==> src/hw/sss_pkg.sv <==
/*
 * shared constants for the sgmii speed status and double code-group port block.
 * assumes a single core clock; link clocks are sampled, not used as clocks.
 */
package sss_pkg;
    // two code groups of ten bits travel per link clock
    localparam int CG_W = 20;
    // forced speed field encodings
    localparam logic [1:0] SPD_1000 = 2'b10;
    localparam logic [1:0] SPD_100 = 2'b01;
    localparam logic [1:0] SPD_10 = 2'b00;
    // partner ability word layout in sgmii mode
    localparam int PA_W = 16;
    localparam int PA_LINK_BIT = 15;
    localparam int PA_DUPLEX_BIT = 12;
    localparam int PA_SPD_HI = 11;
    localparam int PA_SPD_LO = 10;
    // core clock and qualifier spacing at the slow speeds
    localparam int CORE_CLK_MHZ = 50;
    localparam int QUAL_100_NS = 80;
    localparam int QUAL_10_NS = 800;
    localparam int QUAL_100_CYC = (QUAL_100_NS * CORE_CLK_MHZ) / 1000;
    localparam int QUAL_10_CYC = (QUAL_10_NS * CORE_CLK_MHZ) / 1000;
    localparam int QUAL_CNT_W = 8;
    // transmit buffer
    localparam int TX_FIFO_DEPTH = 16;
    // word sent when the transmit buffer runs dry, and reset values
    localparam logic [CG_W-1:0] TX_FILL_WORD = 20'h00000;
    localparam logic [CG_W-1:0] CG_RST_WORD = 20'h00000;
    localparam logic STATUS_RST = 1'b0;
    localparam logic QUAL_RST = 1'b0;
endpackage : sss_pkg

==> src/hw/sss_fifo_if.sv <==
/*
 * valid/ready carrier between the top and its transmit buffer.
 * assumes both sides run on the same core clock.
 */
`timescale 1ns/100ps
`default_nettype none
interface sss_fifo_if #(
    parameter int WIDTH = 20
);
    logic wr_valid;
    logic wr_ready;
    logic [WIDTH-1:0] wr_data;
    logic rd_valid;
    logic rd_ready;
    logic [WIDTH-1:0] rd_data;
    modport fifo (input wr_valid, input wr_data, input rd_ready,
                  output wr_ready, output rd_valid, output rd_data);
    modport user (output wr_valid, output wr_data, output rd_ready,
                  input wr_ready, input rd_valid, input rd_data);
endinterface : sss_fifo_if
`default_nettype wire

==> src/hw/sss_fifo.sv <==
/*
 * flip-flop fifo with valid/ready on both sides.
 * assumes synchronous active-high clear supplied by the owner's reset domain.
 */
`timescale 1ns/100ps
`default_nettype none
module sss_fifo #(
    parameter int WIDTH = 20,
    parameter int DEPTH = 16
) (
    input wire logic clk_i,
    input wire logic clr_i,
    sss_fifo_if.fifo port_if
);
    localparam int AW = $clog2(DEPTH);
    logic [WIDTH-1:0] mem_reg [DEPTH];
    logic [AW:0] wr_ptr_reg;
    logic [AW:0] rd_ptr_reg;
    logic [AW:0] count_w;
    wire push_w = port_if.wr_valid & port_if.wr_ready;
    wire pop_w = port_if.rd_valid & port_if.rd_ready;
    assign count_w = wr_ptr_reg - rd_ptr_reg;
    // full and empty straight from the pointer difference
    assign port_if.wr_ready = (count_w != (AW+1)'(DEPTH));
    assign port_if.rd_valid = (count_w != '0);
    assign port_if.rd_data = mem_reg[rd_ptr_reg[AW-1:0]];
    always_ff @(posedge clk_i) begin
        if (clr_i) begin
            wr_ptr_reg <= '0;
            rd_ptr_reg <= '0;
        end else begin
            if (push_w) begin
                wr_ptr_reg <= wr_ptr_reg + 1'b1;
            end
            if (pop_w) begin
                rd_ptr_reg <= rd_ptr_reg + 1'b1;
            end
        end
    end
    // storage needs no reset, only written words are ever read
    always_ff @(posedge clk_i) begin
        if (push_w) begin
            mem_reg[wr_ptr_reg[AW-1:0]] <= port_if.wr_data;
        end
    end
endmodule : sss_fifo
`default_nettype wire

==> src/hw/sss_top.sv <==
/*
 * speed and duplex status decode, clock qualifiers and a double code-group
 * port toward an external serializer, with a transmit buffer.
 * assumes the serializer clocks are far slower than the core clock, which
 * samples them; config inputs are static or on the core clock.
 */
`timescale 1ns/100ps
`default_nettype none
// Summary of operation
// - 1000base-x mode: gigabit indicator always one
// - sgmii autoneg: gigabit from partner ability
// - sgmii forced: gigabit when speed field 10
// - 100 indicator zero in 1000base-x, else partner
// - sgmii forced: 100 when speed field 01
// - 10 indicator zero in 1000base-x, else partner
// - sgmii forced: 10 when speed field 00
// - half duplex zero in 1000base-x, else partner
// - sgmii forced: half duplex from duplex bit
// - clock qualifiers pace sgmii whenever gigabit is not set
// - receive reset clears the receive qualifier and capture registers, not the pin samplers
// - transmit reset clears the transmit buffer, word register and qualifier, not the clock sampler
// - double-width code-group port to external serializer
// - two code groups driven per transmit clock
// - receive words captured on core clock at each sampled recovered clock rise
// - receive qualifier gates valid receive activity
module sss_top #(
    parameter int DIV_100 = sss_pkg::QUAL_100_CYC,
    parameter int DIV_10 = sss_pkg::QUAL_10_CYC,
    parameter int FIFO_DEPTH = sss_pkg::TX_FIFO_DEPTH
) (
    input wire logic CORE_CLK_I,
    input wire logic RST_B_I,
    input wire logic SGMII_MODE_I,
    input wire logic AUTONEG_USE_BIT_I,
    input wire logic [1:0] FORCED_SPEED_I,
    input wire logic FORCED_DUPLEX_I,
    input wire logic [sss_pkg::PA_W-1:0] PARTNER_ABILITY_I,
    output logic SET_1000_O,
    output logic SET_100_O,
    output logic SET_10_O,
    output logic HALF_DUPLEX_IND_O,
    output logic RX_CLKENA_O,
    output logic TX_CLKENA_O,
    input wire logic RX_RESET_I,
    input wire logic TX_RESET_I,
    input wire logic DBL_CODEGROUP_TX_CLOCK_I,
    output logic [sss_pkg::CG_W-1:0] DBL_CODEGROUP_TX_WORD_O,
    input wire logic DBL_CODEGROUP_RX_CLOCK_I,
    input wire logic [sss_pkg::CG_W-1:0] DBL_CODEGROUP_RX_WORD_I,
    input wire logic [sss_pkg::CG_W-1:0] TX_DATA_I,
    input wire logic TX_VALID_I,
    output logic TX_READY_O,
    output logic [sss_pkg::CG_W-1:0] RX_DATA_O,
    output logic RX_VALID_O
);
    import sss_pkg::*;

    // pin synchronisers; first stages feed only the second stages
    logic rx_rst_s1_reg;
    logic rx_rst_s2_reg;
    logic tx_rst_s1_reg;
    logic tx_rst_s2_reg;
    logic rx_clk_s1_reg;
    logic rx_clk_s2_reg;
    logic rx_clk_s3_reg;
    logic tx_clk_s1_reg;
    logic tx_clk_s2_reg;
    logic tx_clk_s3_reg;
    logic [CG_W-1:0] rx_word_s1_reg;
    logic [CG_W-1:0] rx_word_s2_reg;
    logic [CG_W-1:0] rx_word_s3_reg;

    always_ff @(posedge CORE_CLK_I) begin
        if (!RST_B_I) begin
            rx_rst_s1_reg <= 1'b1;
            rx_rst_s2_reg <= 1'b1;
            tx_rst_s1_reg <= 1'b1;
            tx_rst_s2_reg <= 1'b1;
        end else begin
            rx_rst_s1_reg <= RX_RESET_I;
            rx_rst_s2_reg <= rx_rst_s1_reg;
            tx_rst_s1_reg <= TX_RESET_I;
            tx_rst_s2_reg <= tx_rst_s1_reg;
        end
    end

    always_ff @(posedge CORE_CLK_I) begin
        if (!RST_B_I) begin
            rx_clk_s1_reg <= 1'b0;
            rx_clk_s2_reg <= 1'b0;
            rx_clk_s3_reg <= 1'b0;
            tx_clk_s1_reg <= 1'b0;
            tx_clk_s2_reg <= 1'b0;
            tx_clk_s3_reg <= 1'b0;
        end else begin
            rx_clk_s1_reg <= DBL_CODEGROUP_RX_CLOCK_I;
            rx_clk_s2_reg <= rx_clk_s1_reg;
            rx_clk_s3_reg <= rx_clk_s2_reg;
            tx_clk_s1_reg <= DBL_CODEGROUP_TX_CLOCK_I;
            tx_clk_s2_reg <= tx_clk_s1_reg;
            tx_clk_s3_reg <= tx_clk_s2_reg;
        end
    end

    always_ff @(posedge CORE_CLK_I) begin
        rx_word_s1_reg <= DBL_CODEGROUP_RX_WORD_I;
        rx_word_s2_reg <= rx_word_s1_reg;
        rx_word_s3_reg <= rx_word_s2_reg;
    end

    // domain resets: core reset or the synchronised party reset
    wire rx_rst_w = !RST_B_I || rx_rst_s2_reg;
    wire tx_rst_w = !RST_B_I || tx_rst_s2_reg;
    wire rx_edge_w = rx_clk_s2_reg & ~rx_clk_s3_reg;
    wire tx_edge_w = tx_clk_s2_reg & ~tx_clk_s3_reg;

    // status decode
    wire pa_link_w = PARTNER_ABILITY_I[PA_LINK_BIT];
    wire [1:0] pa_spd_w = PARTNER_ABILITY_I[PA_SPD_HI:PA_SPD_LO];
    wire pa_half_w = ~PARTNER_ABILITY_I[PA_DUPLEX_BIT];
    wire [1:0] spd_sel_w = AUTONEG_USE_BIT_I ? pa_spd_w : FORCED_SPEED_I;
    wire spd_ok_w = AUTONEG_USE_BIT_I ? pa_link_w : 1'b1;
    wire half_sel_w = AUTONEG_USE_BIT_I ? (pa_link_w & pa_half_w) : FORCED_DUPLEX_I;
    // a single two-bit selector keeps the three speeds exclusive
    wire set_1000_next = !SGMII_MODE_I || (spd_ok_w && spd_sel_w == SPD_1000);
    wire set_100_next = SGMII_MODE_I && spd_ok_w && spd_sel_w == SPD_100;
    wire set_10_next = SGMII_MODE_I && spd_ok_w && spd_sel_w == SPD_10;
    wire half_next = SGMII_MODE_I && half_sel_w;

    logic set_1000_reg;
    logic set_100_reg;
    logic set_10_reg;
    logic half_reg;

    always_ff @(posedge CORE_CLK_I) begin
        if (!RST_B_I) begin
            set_1000_reg <= STATUS_RST;
            set_100_reg <= STATUS_RST;
            set_10_reg <= STATUS_RST;
            half_reg <= STATUS_RST;
        end else begin
            set_1000_reg <= set_1000_next;
            set_100_reg <= set_100_next;
            set_10_reg <= set_10_next;
            half_reg <= half_next;
        end
    end

    assign SET_1000_O = set_1000_reg;
    assign SET_100_O = set_100_reg;
    assign SET_10_O = set_10_reg;
    assign HALF_DUPLEX_IND_O = half_reg;

    // clock qualifiers, one per direction; full rate in 1000base-x or when sgmii gigabit is set
    wire full_rate_w = !SGMII_MODE_I || set_1000_reg;
    wire [QUAL_CNT_W-1:0] div_w = set_100_reg ? QUAL_CNT_W'(DIV_100 - 1) : QUAL_CNT_W'(DIV_10 - 1);
    wire [1:0] dom_rst_w = {tx_rst_w, rx_rst_w};
    logic [1:0] qual_w;

    for (genvar g = 0; g < 2; g++) begin : g_qual
        logic [QUAL_CNT_W-1:0] cnt_reg;
        logic qual_reg;
        wire wrap_w = (cnt_reg >= div_w);
        always_ff @(posedge CORE_CLK_I) begin
            if (dom_rst_w[g]) begin
                cnt_reg <= '0;
                qual_reg <= QUAL_RST;
            end else if (full_rate_w) begin
                cnt_reg <= '0;
                qual_reg <= 1'b1;
            end else begin
                cnt_reg <= wrap_w ? '0 : cnt_reg + 1'b1;
                qual_reg <= wrap_w;
            end
        end
        assign qual_w[g] = qual_reg;
    end

    assign RX_CLKENA_O = qual_w[0];
    assign TX_CLKENA_O = qual_w[1];

    // transmit path: user words buffered, two code groups per link clock
    sss_fifo_if #(.WIDTH(CG_W)) tx_if ();

    sss_fifo #(
        .WIDTH(CG_W),
        .DEPTH(FIFO_DEPTH)
    ) u_tx_fifo (
        .clk_i(CORE_CLK_I),
        .clr_i(tx_rst_w),
        .port_if(tx_if.fifo)
    );

    assign tx_if.wr_valid = TX_VALID_I && !tx_rst_w;
    assign tx_if.wr_data = TX_DATA_I;
    assign tx_if.rd_ready = tx_edge_w && !tx_rst_w;
    assign TX_READY_O = tx_if.wr_ready && !tx_rst_w;

    logic [CG_W-1:0] tx_word_reg;
    // an empty buffer sends the fill word rather than stalling the link
    wire [CG_W-1:0] tx_word_next = tx_if.rd_valid ? tx_if.rd_data : TX_FILL_WORD;

    always_ff @(posedge CORE_CLK_I) begin
        if (tx_rst_w) begin
            tx_word_reg <= CG_RST_WORD;
        end else if (tx_edge_w) begin
            tx_word_reg <= tx_word_next;
        end
    end

    assign DBL_CODEGROUP_TX_WORD_O = tx_word_reg;

    // receive path: word sampled one core cycle before the seen edge,
    // so it is the value that stood while the link clock was still low
    logic [CG_W-1:0] rx_hold_reg;
    logic rx_pend_reg;
    logic [CG_W-1:0] rx_data_reg;
    logic rx_valid_reg;
    wire rx_emit_w = rx_pend_reg && qual_w[0];

    always_ff @(posedge CORE_CLK_I) begin
        if (rx_rst_w) begin
            rx_hold_reg <= CG_RST_WORD;
            rx_pend_reg <= 1'b0;
        end else begin
            if (rx_edge_w) begin
                rx_hold_reg <= rx_word_s3_reg;
            end
            // a new capture wins over the clear by emission
            rx_pend_reg <= rx_edge_w || (rx_pend_reg && !rx_emit_w);
        end
    end

    // slow qualifier spacing can let a newer word overwrite an unsent one
    always_ff @(posedge CORE_CLK_I) begin
        if (rx_rst_w) begin
            rx_data_reg <= CG_RST_WORD;
            rx_valid_reg <= 1'b0;
        end else begin
            rx_valid_reg <= rx_emit_w;
            if (rx_emit_w) begin
                rx_data_reg <= rx_hold_reg;
            end
        end
    end

    assign RX_DATA_O = rx_data_reg;
    assign RX_VALID_O = rx_valid_reg;

endmodule : sss_top
`default_nettype wire

==> config.mk <==
export PLATFORM = sky130hd
export DESIGN_NAME = sss_top
export DESIGN_NICKNAME = d
export VERILOG_FILES = /design/src/hw/sss_pkg.sv /design/src/hw/sss_fifo_if.sv /design/src/hw/sss_fifo.sv /design/src/hw/sss_top.sv
export SDC_FILE = /design/constraint.sdc
export NUM_CORES = 1
export LEC_CHECK = 0
export ABC_AREA = 1
export BUFFER_PORTS_ARGS = -buffer_cell sky130_fd_sc_hd__clkbuf_2
export CAP_MARGIN = 20
export CORE_MARGIN = 10
export CORE_UTILIZATION = 60
export DETAILED_ROUTE_END_ITERATION = 7
export MAX_ROUTING_LAYER = met4
export PLACE_DENSITY = 0.82
export SYNTH_ARGS = -nofsm -noshare
export SYNTH_HDL_FRONTEND = slang
export SYNTH_SLANG_ARGS = --single-unit
==> constraint.sdc <==
create_clock -name CORE_CLK_I -period 9.3 [get_ports CORE_CLK_I]
set_input_delay 0.93 -clock CORE_CLK_I [delete_from_list [all_inputs] [get_ports CORE_CLK_I]]
set_output_delay 0.93 -clock CORE_CLK_I [all_outputs]
set_load 0.01 [all_outputs]
==> report_table.html <==
<table>
<tr><th>Metric</th><th>Value</th></tr>
<tr><th colspan="2">Drt</th></tr>
<tr><td>Violation count after the first detailed-routing iteration</td><td>1280</td></tr>
<tr><td>Drc violations</td><td>0</td></tr>
<tr><td>Via-to-Cell Ratio</td><td>5.74</td></tr>
<tr><td>Via Count</td><td>12624</td></tr>
<tr><td>Pre-Repair DR Iteration Count</td><td>7</td></tr>
<tr><td>Count of antenna-violating nets left after detailed routing</td><td>0</td></tr>
<tr><td>Total Wirelength</td><td>43500 µm</td></tr>
<tr><td>Wirelength per Cell</td><td>19.8 µm</td></tr>
<tr><th colspan="2">Floorplan</th></tr>
<tr><td>Total number of placement rows</td><td>63</td></tr>
<tr><td>Die span in x</td><td>195 µm</td></tr>
<tr><td>Initial cell density of the core</td><td>61.3%</td></tr>
<tr><td>Area enclosed by the die boundary</td><td>37900 µm²</td></tr>
<tr><td>Die Span Y</td><td>195 µm</td></tr>
<tr><td># IOs</td><td>116</td></tr>
<tr><td>Floorplan Core Area</td><td>29900 µm²</td></tr>
<tr><th colspan="2">Placement</th></tr>
<tr><td>I/O Buffers</td><td>103</td></tr>
<tr><td>HPWL after detailed placement</td><td>23800 µm</td></tr>
<tr><td>Post-placement cell count</td><td>2109</td></tr>
<tr><td>Weighted congestion reported at the end of routability-driven placement</td><td>0.793</td></tr>
<tr><th colspan="2">Setup path</th></tr>
<tr><td>Crit path max fanout</td><td>25</td></tr>
<tr><td>Critical path data arrival time</td><td>2.51 ns</td></tr>
<tr><td>Worst R2R Start</td><td>u_tx_fifo.rd_ptr_reg[1]$_SDFFE_PP0P_</td></tr>
<tr><td>Launching element type of the critical path</td><td>input pin</td></tr>
<tr><td>Destination of the worst register-to-register timing path</td><td>u_tx_fifo.mem_reg[4][15]$_DFFE_PP_</td></tr>
<tr><td>Timing startpoint of the critical path</td><td>RST_B_I</td></tr>
<tr><td>Setup CP Type</td><td>in -&gt; out</td></tr>
<tr><td>Reg-to-reg slack, setup</td><td>6.07 ns</td></tr>
<tr><td>Critical path endpoint category</td><td>output port</td></tr>
<tr><td>Worst setup path end</td><td>TX_READY_O</td></tr>
<tr><td>R2r worst-path depth</td><td>12</td></tr>
<tr><td>Required time worst endpoint</td><td>8.37 ns</td></tr>
<tr><th colspan="2">Run status</th></tr>
<tr><td>Run status</td><td>finished clean</td></tr>
<tr><th colspan="2">Layout</th></tr>
<tr><td>Fraction of layout instances using a drive strength above 1</td><td>13.0%</td></tr>
<tr><td>Non-filler instance count after layout</td><td>2198</td></tr>
<tr><td>Layout-stage area growth over the synthesis result</td><td>12.9%</td></tr>
<tr><td>Final Net Count</td><td>1851</td></tr>
<tr><td>Commonest cells after routing, fill and taps aside</td><td>498 x sky130_fd_sc_hd__nand2_1, 320 x sky130_fd_sc_hd__edfxtp_1, 281 x sky130_fd_sc_hd__nand3_1</td></tr>
<tr><td>Final core area utilization</td><td>69.2%</td></tr>
<tr><td>Most common library cell in the layout ignoring fill and taps</td><td>sky130_fd_sc_hd__nand2_1</td></tr>
<tr><td>Number of flip-flops in the largest register</td><td>320</td></tr>
<tr><th colspan="2">Synth</th></tr>
<tr><td>Synth cell types</td><td>33</td></tr>
<tr><td>Number of instances in the synthesized netlist</td><td>1676</td></tr>
<tr><td>YS warnings</td><td>0</td></tr>
<tr><td>Post-synthesis sequential area ratio</td><td>70.8%</td></tr>
<tr><td>Syn Std Cell Area</td><td>18300 µm²</td></tr>
<tr><td>Number of flip-flops and latches in the synthesized netlist</td><td>488</td></tr>
<tr><td>Post-synthesis area per instance</td><td>10.9 µm²</td></tr>
<tr><th colspan="2">Clock tree</th></tr>
<tr><td>Hold-fix buffers, CTS</td><td>0</td></tr>
<tr><td>Insertion delay of the later-clocked pin in the worst-skew pair</td><td>0.56 ns</td></tr>
<tr><td>Clock sink total</td><td>488</td></tr>
<tr><td>CTS root buffer</td><td>sky130_fd_sc_hd__clkbuf_16</td></tr>
<tr><td>CTS H-Tree Depth</td><td>2</td></tr>
<tr><td>Number of buffers inserted during clock tree synthesis</td><td>47</td></tr>
<tr><td>CTS tree</td><td>yes</td></tr>
<tr><td>Clock transition time at the flip-flop clock pins of the worst setup and hold paths</td><td>0.06 ns</td></tr>
<tr><td>Post CTS Setup Buffer Count</td><td>0</td></tr>
<tr><td>Gates resized, CTS repair</td><td>0</td></tr>
<tr><td>Clock buffer depth</td><td>3</td></tr>
<tr><th colspan="2">STA</th></tr>
<tr><td>Setup-failing EPs final</td><td>0</td></tr>
<tr><td>Slew headroom</td><td>31.8%</td></tr>
<tr><td>Total negative slack</td><td>0 ns</td></tr>
<tr><td>Least-Margin Pin Slew</td><td>1.02 ns</td></tr>
<tr><td>Final Cycle Share</td><td>37.0%</td></tr>
<tr><td>Largest clock skew in the final design</td><td>0.0258 ns</td></tr>
<tr><td>Pins over their slew limit</td><td>0</td></tr>
<tr><td>Number of failing hold endpoints at the final stage</td><td>0</td></tr>
<tr><td>Maximum clock frequency</td><td>0.291 GHz</td></tr>
<tr><td>Unrepaired setup endpoints after global routing</td><td>false</td></tr>
<tr><td>Post-layout min period</td><td>3.44 ns</td></tr>
<tr><th colspan="2">Power</th></tr>
<tr><td>Leakage dissipation</td><td>7.94 nW</td></tr>
<tr><td>Power per cell area</td><td>206 nW/µm²</td></tr>
<tr><td>Sum of internal, switching and leakage power</td><td>0.00427 W</td></tr>
<tr><td>Max VDD drop</td><td>0.223 mV</td></tr>
<tr><th colspan="2">Global route</th></tr>
<tr><td>Global route overflow</td><td>0</td></tr>
<tr><td>Overall routing resource usage</td><td>22.9%</td></tr>
<tr><td>First-pass GRT wire length</td><td>67700 µm</td></tr>
<tr><td>Vias in the first global route</td><td>12668</td></tr>
<tr><td>Initial antenna violation count</td><td>2</td></tr>
<tr><td>Maximum number of pins on one net before global-route repair</td><td>97</td></tr>
<tr><th colspan="2">Hold path</th></tr>
<tr><td>Hold Crit Class</td><td>reg -&gt; reg</td></tr>
<tr><td>Critical hold path startpoint</td><td>rx_word_s1_reg[5]$_DFF_P_</td></tr>
<tr><th colspan="2">Run</th></tr>
<tr><td>Number of maximum-capacitance violations</td><td>0</td></tr>
</table>
## through the flow
step	setup WS (ns)	cell area [µm²]	hold WS (ns)
2_1_floorplan	5.95	18300	0.310
3_3_place_gp	5.49	19100	0.310
3_5_place_dp	5.50	19100	0.312
4_1_cts	5.85	20700	0.324
5_1_grt	5.72	20700	0.333
6_report	5.86	20700	0.324
## cell families after synthesis
kind of cell | synth area share, %
AOI/OAI and AO/OA | 2.23
xor gates and xnor gates | 0.335
adders and majority gates | 1.02
buffers and inverters | 3.99
DFF | 70.8
muxes | 0.0546
other | 0.0205
and+or+nand+nor | 21.6
## where the power goes
group	switching (W)	total [W]	internal [W]
registers	0.00000565	0.00233	0.00232
logic	0.0000407	0.0000560	0.0000153
clock network	0.000780	0.00188	0.00110
total	0.000826	0.00427	0.00344
## synth_stat cells
master                     number  area share [%]
sky130_fd_sc_hd__xnor2_1        1           0.048
sky130_fd_sc_hd__o21ai_0       43             1.2
sky130_fd_sc_hd__nor2_2         2           0.068
sky130_fd_sc_hd__or2_2          6            0.20
sky130_fd_sc_hd__nand3_1      281             7.7
sky130_fd_sc_hd__nor3_2         2            0.11
sky130_fd_sc_hd__nor4_2         1           0.068
sky130_fd_sc_hd__clkbuf_1      31            0.63
sky130_fd_sc_hd__buf_4          1           0.041
sky130_fd_sc_hd__nand2_1      498              10
sky130_fd_sc_hd__buf_2         33            0.90
sky130_fd_sc_hd__dfxtp_1      168              18
sky130_fd_sc_hd__nand3b_1       1           0.041
sky130_fd_sc_hd__a21oi_1       35            0.96
sky130_fd_sc_hd__edfxtp_1     320              52
sky130_fd_sc_hd__conb_1         1           0.020
sky130_fd_sc_hd__buf_12         1            0.11
sky130_fd_sc_hd__nand2_4        1           0.061
sky130_fd_sc_hd__inv_2          3           0.061
sky130_fd_sc_hd__buf_6         14            0.86
sky130_fd_sc_hd__nor2_1       117             2.4
sky130_fd_sc_hd__nor3b_1        2           0.082
sky130_fd_sc_hd__xor2_1         6            0.29
sky130_fd_sc_hd__a211oi_1       1           0.041
sky130_fd_sc_hd__nor4_1         2           0.068
sky130_fd_sc_hd__ha_1          15             1.0
sky130_fd_sc_hd__buf_1          8            0.16
sky130_fd_sc_hd__nor3_1        20            0.55
sky130_fd_sc_hd__o211a_1        1           0.055
sky130_fd_sc_hd__inv_1         58             1.2
sky130_fd_sc_hd__mux2i_1        1           0.055
sky130_fd_sc_hd__inv_4          1           0.034
sky130_fd_sc_hd__nand2_2        1           0.034
## cell type report
| class | count | area [µm²] |
|---|---|---|
| timing repair buffer | 130 | 718 |
| tap | 390 | 488 |
| multi-input combinational | 1039 | 4710 |
| clock buffer | 72 | 1370 |
| fill | 1972 | 9190 |
| antenna | 2 | 5.00 |
| inverter | 62 | 239 |
| clock inverter | 15 | 171 |
| sequential | 488 | 13000 |
## routing by layer
| metal | up-vias | GRT usage (%) | share of wire (%) | wire, µm |
|---|---|---|---|---|
| met3 | 132 | 3.85 | 7.9 | 3430 |
| met5 | - | - | 0 | 0 |
| met4 | 0 | 9.04 | 3.3 | 1440 |
| met1 | 6007 | 26.0 | 37 | 16300 |
| li1 | 5862 | - | - | - |
| met2 | 623 | 39.6 | 51 | 22400 |
## critical path: stages
cell	delay [ns]
sky130_fd_sc_hd__clkbuf_2	0.16
sky130_fd_sc_hd__inv_2	0.12
sky130_fd_sc_hd__nor2_2	0.48
sky130_fd_sc_hd__inv_2	0.41
sky130_fd_sc_hd__a21oi_1	0.24
sky130_fd_sc_hd__clkbuf_2	0.16
## worst min-delay path by stage
stage | slack [ns] | to | cells past startpoint
2_1_floorplan | 0.31 | rx_word_s2_reg[0]$_DFF_P_ | 0
3_3_place_gp | 0.31 | rx_word_s3_reg[1]$_DFF_P_ | 0
3_5_place_dp | 0.31 | rx_word_s2_reg[16]$_DFF_P_ | 0
4_1_cts | 0.32 | rx_word_s3_reg[4]$_DFF_P_ | 0
5_1_grt | 0.33 | rx_word_s2_reg[6]$_DFF_P_ | 0
6_report | 0.32 | rx_word_s2_reg[5]$_DFF_P_ | 0
No activity file was read; power rests on OpenSTA's default activity.
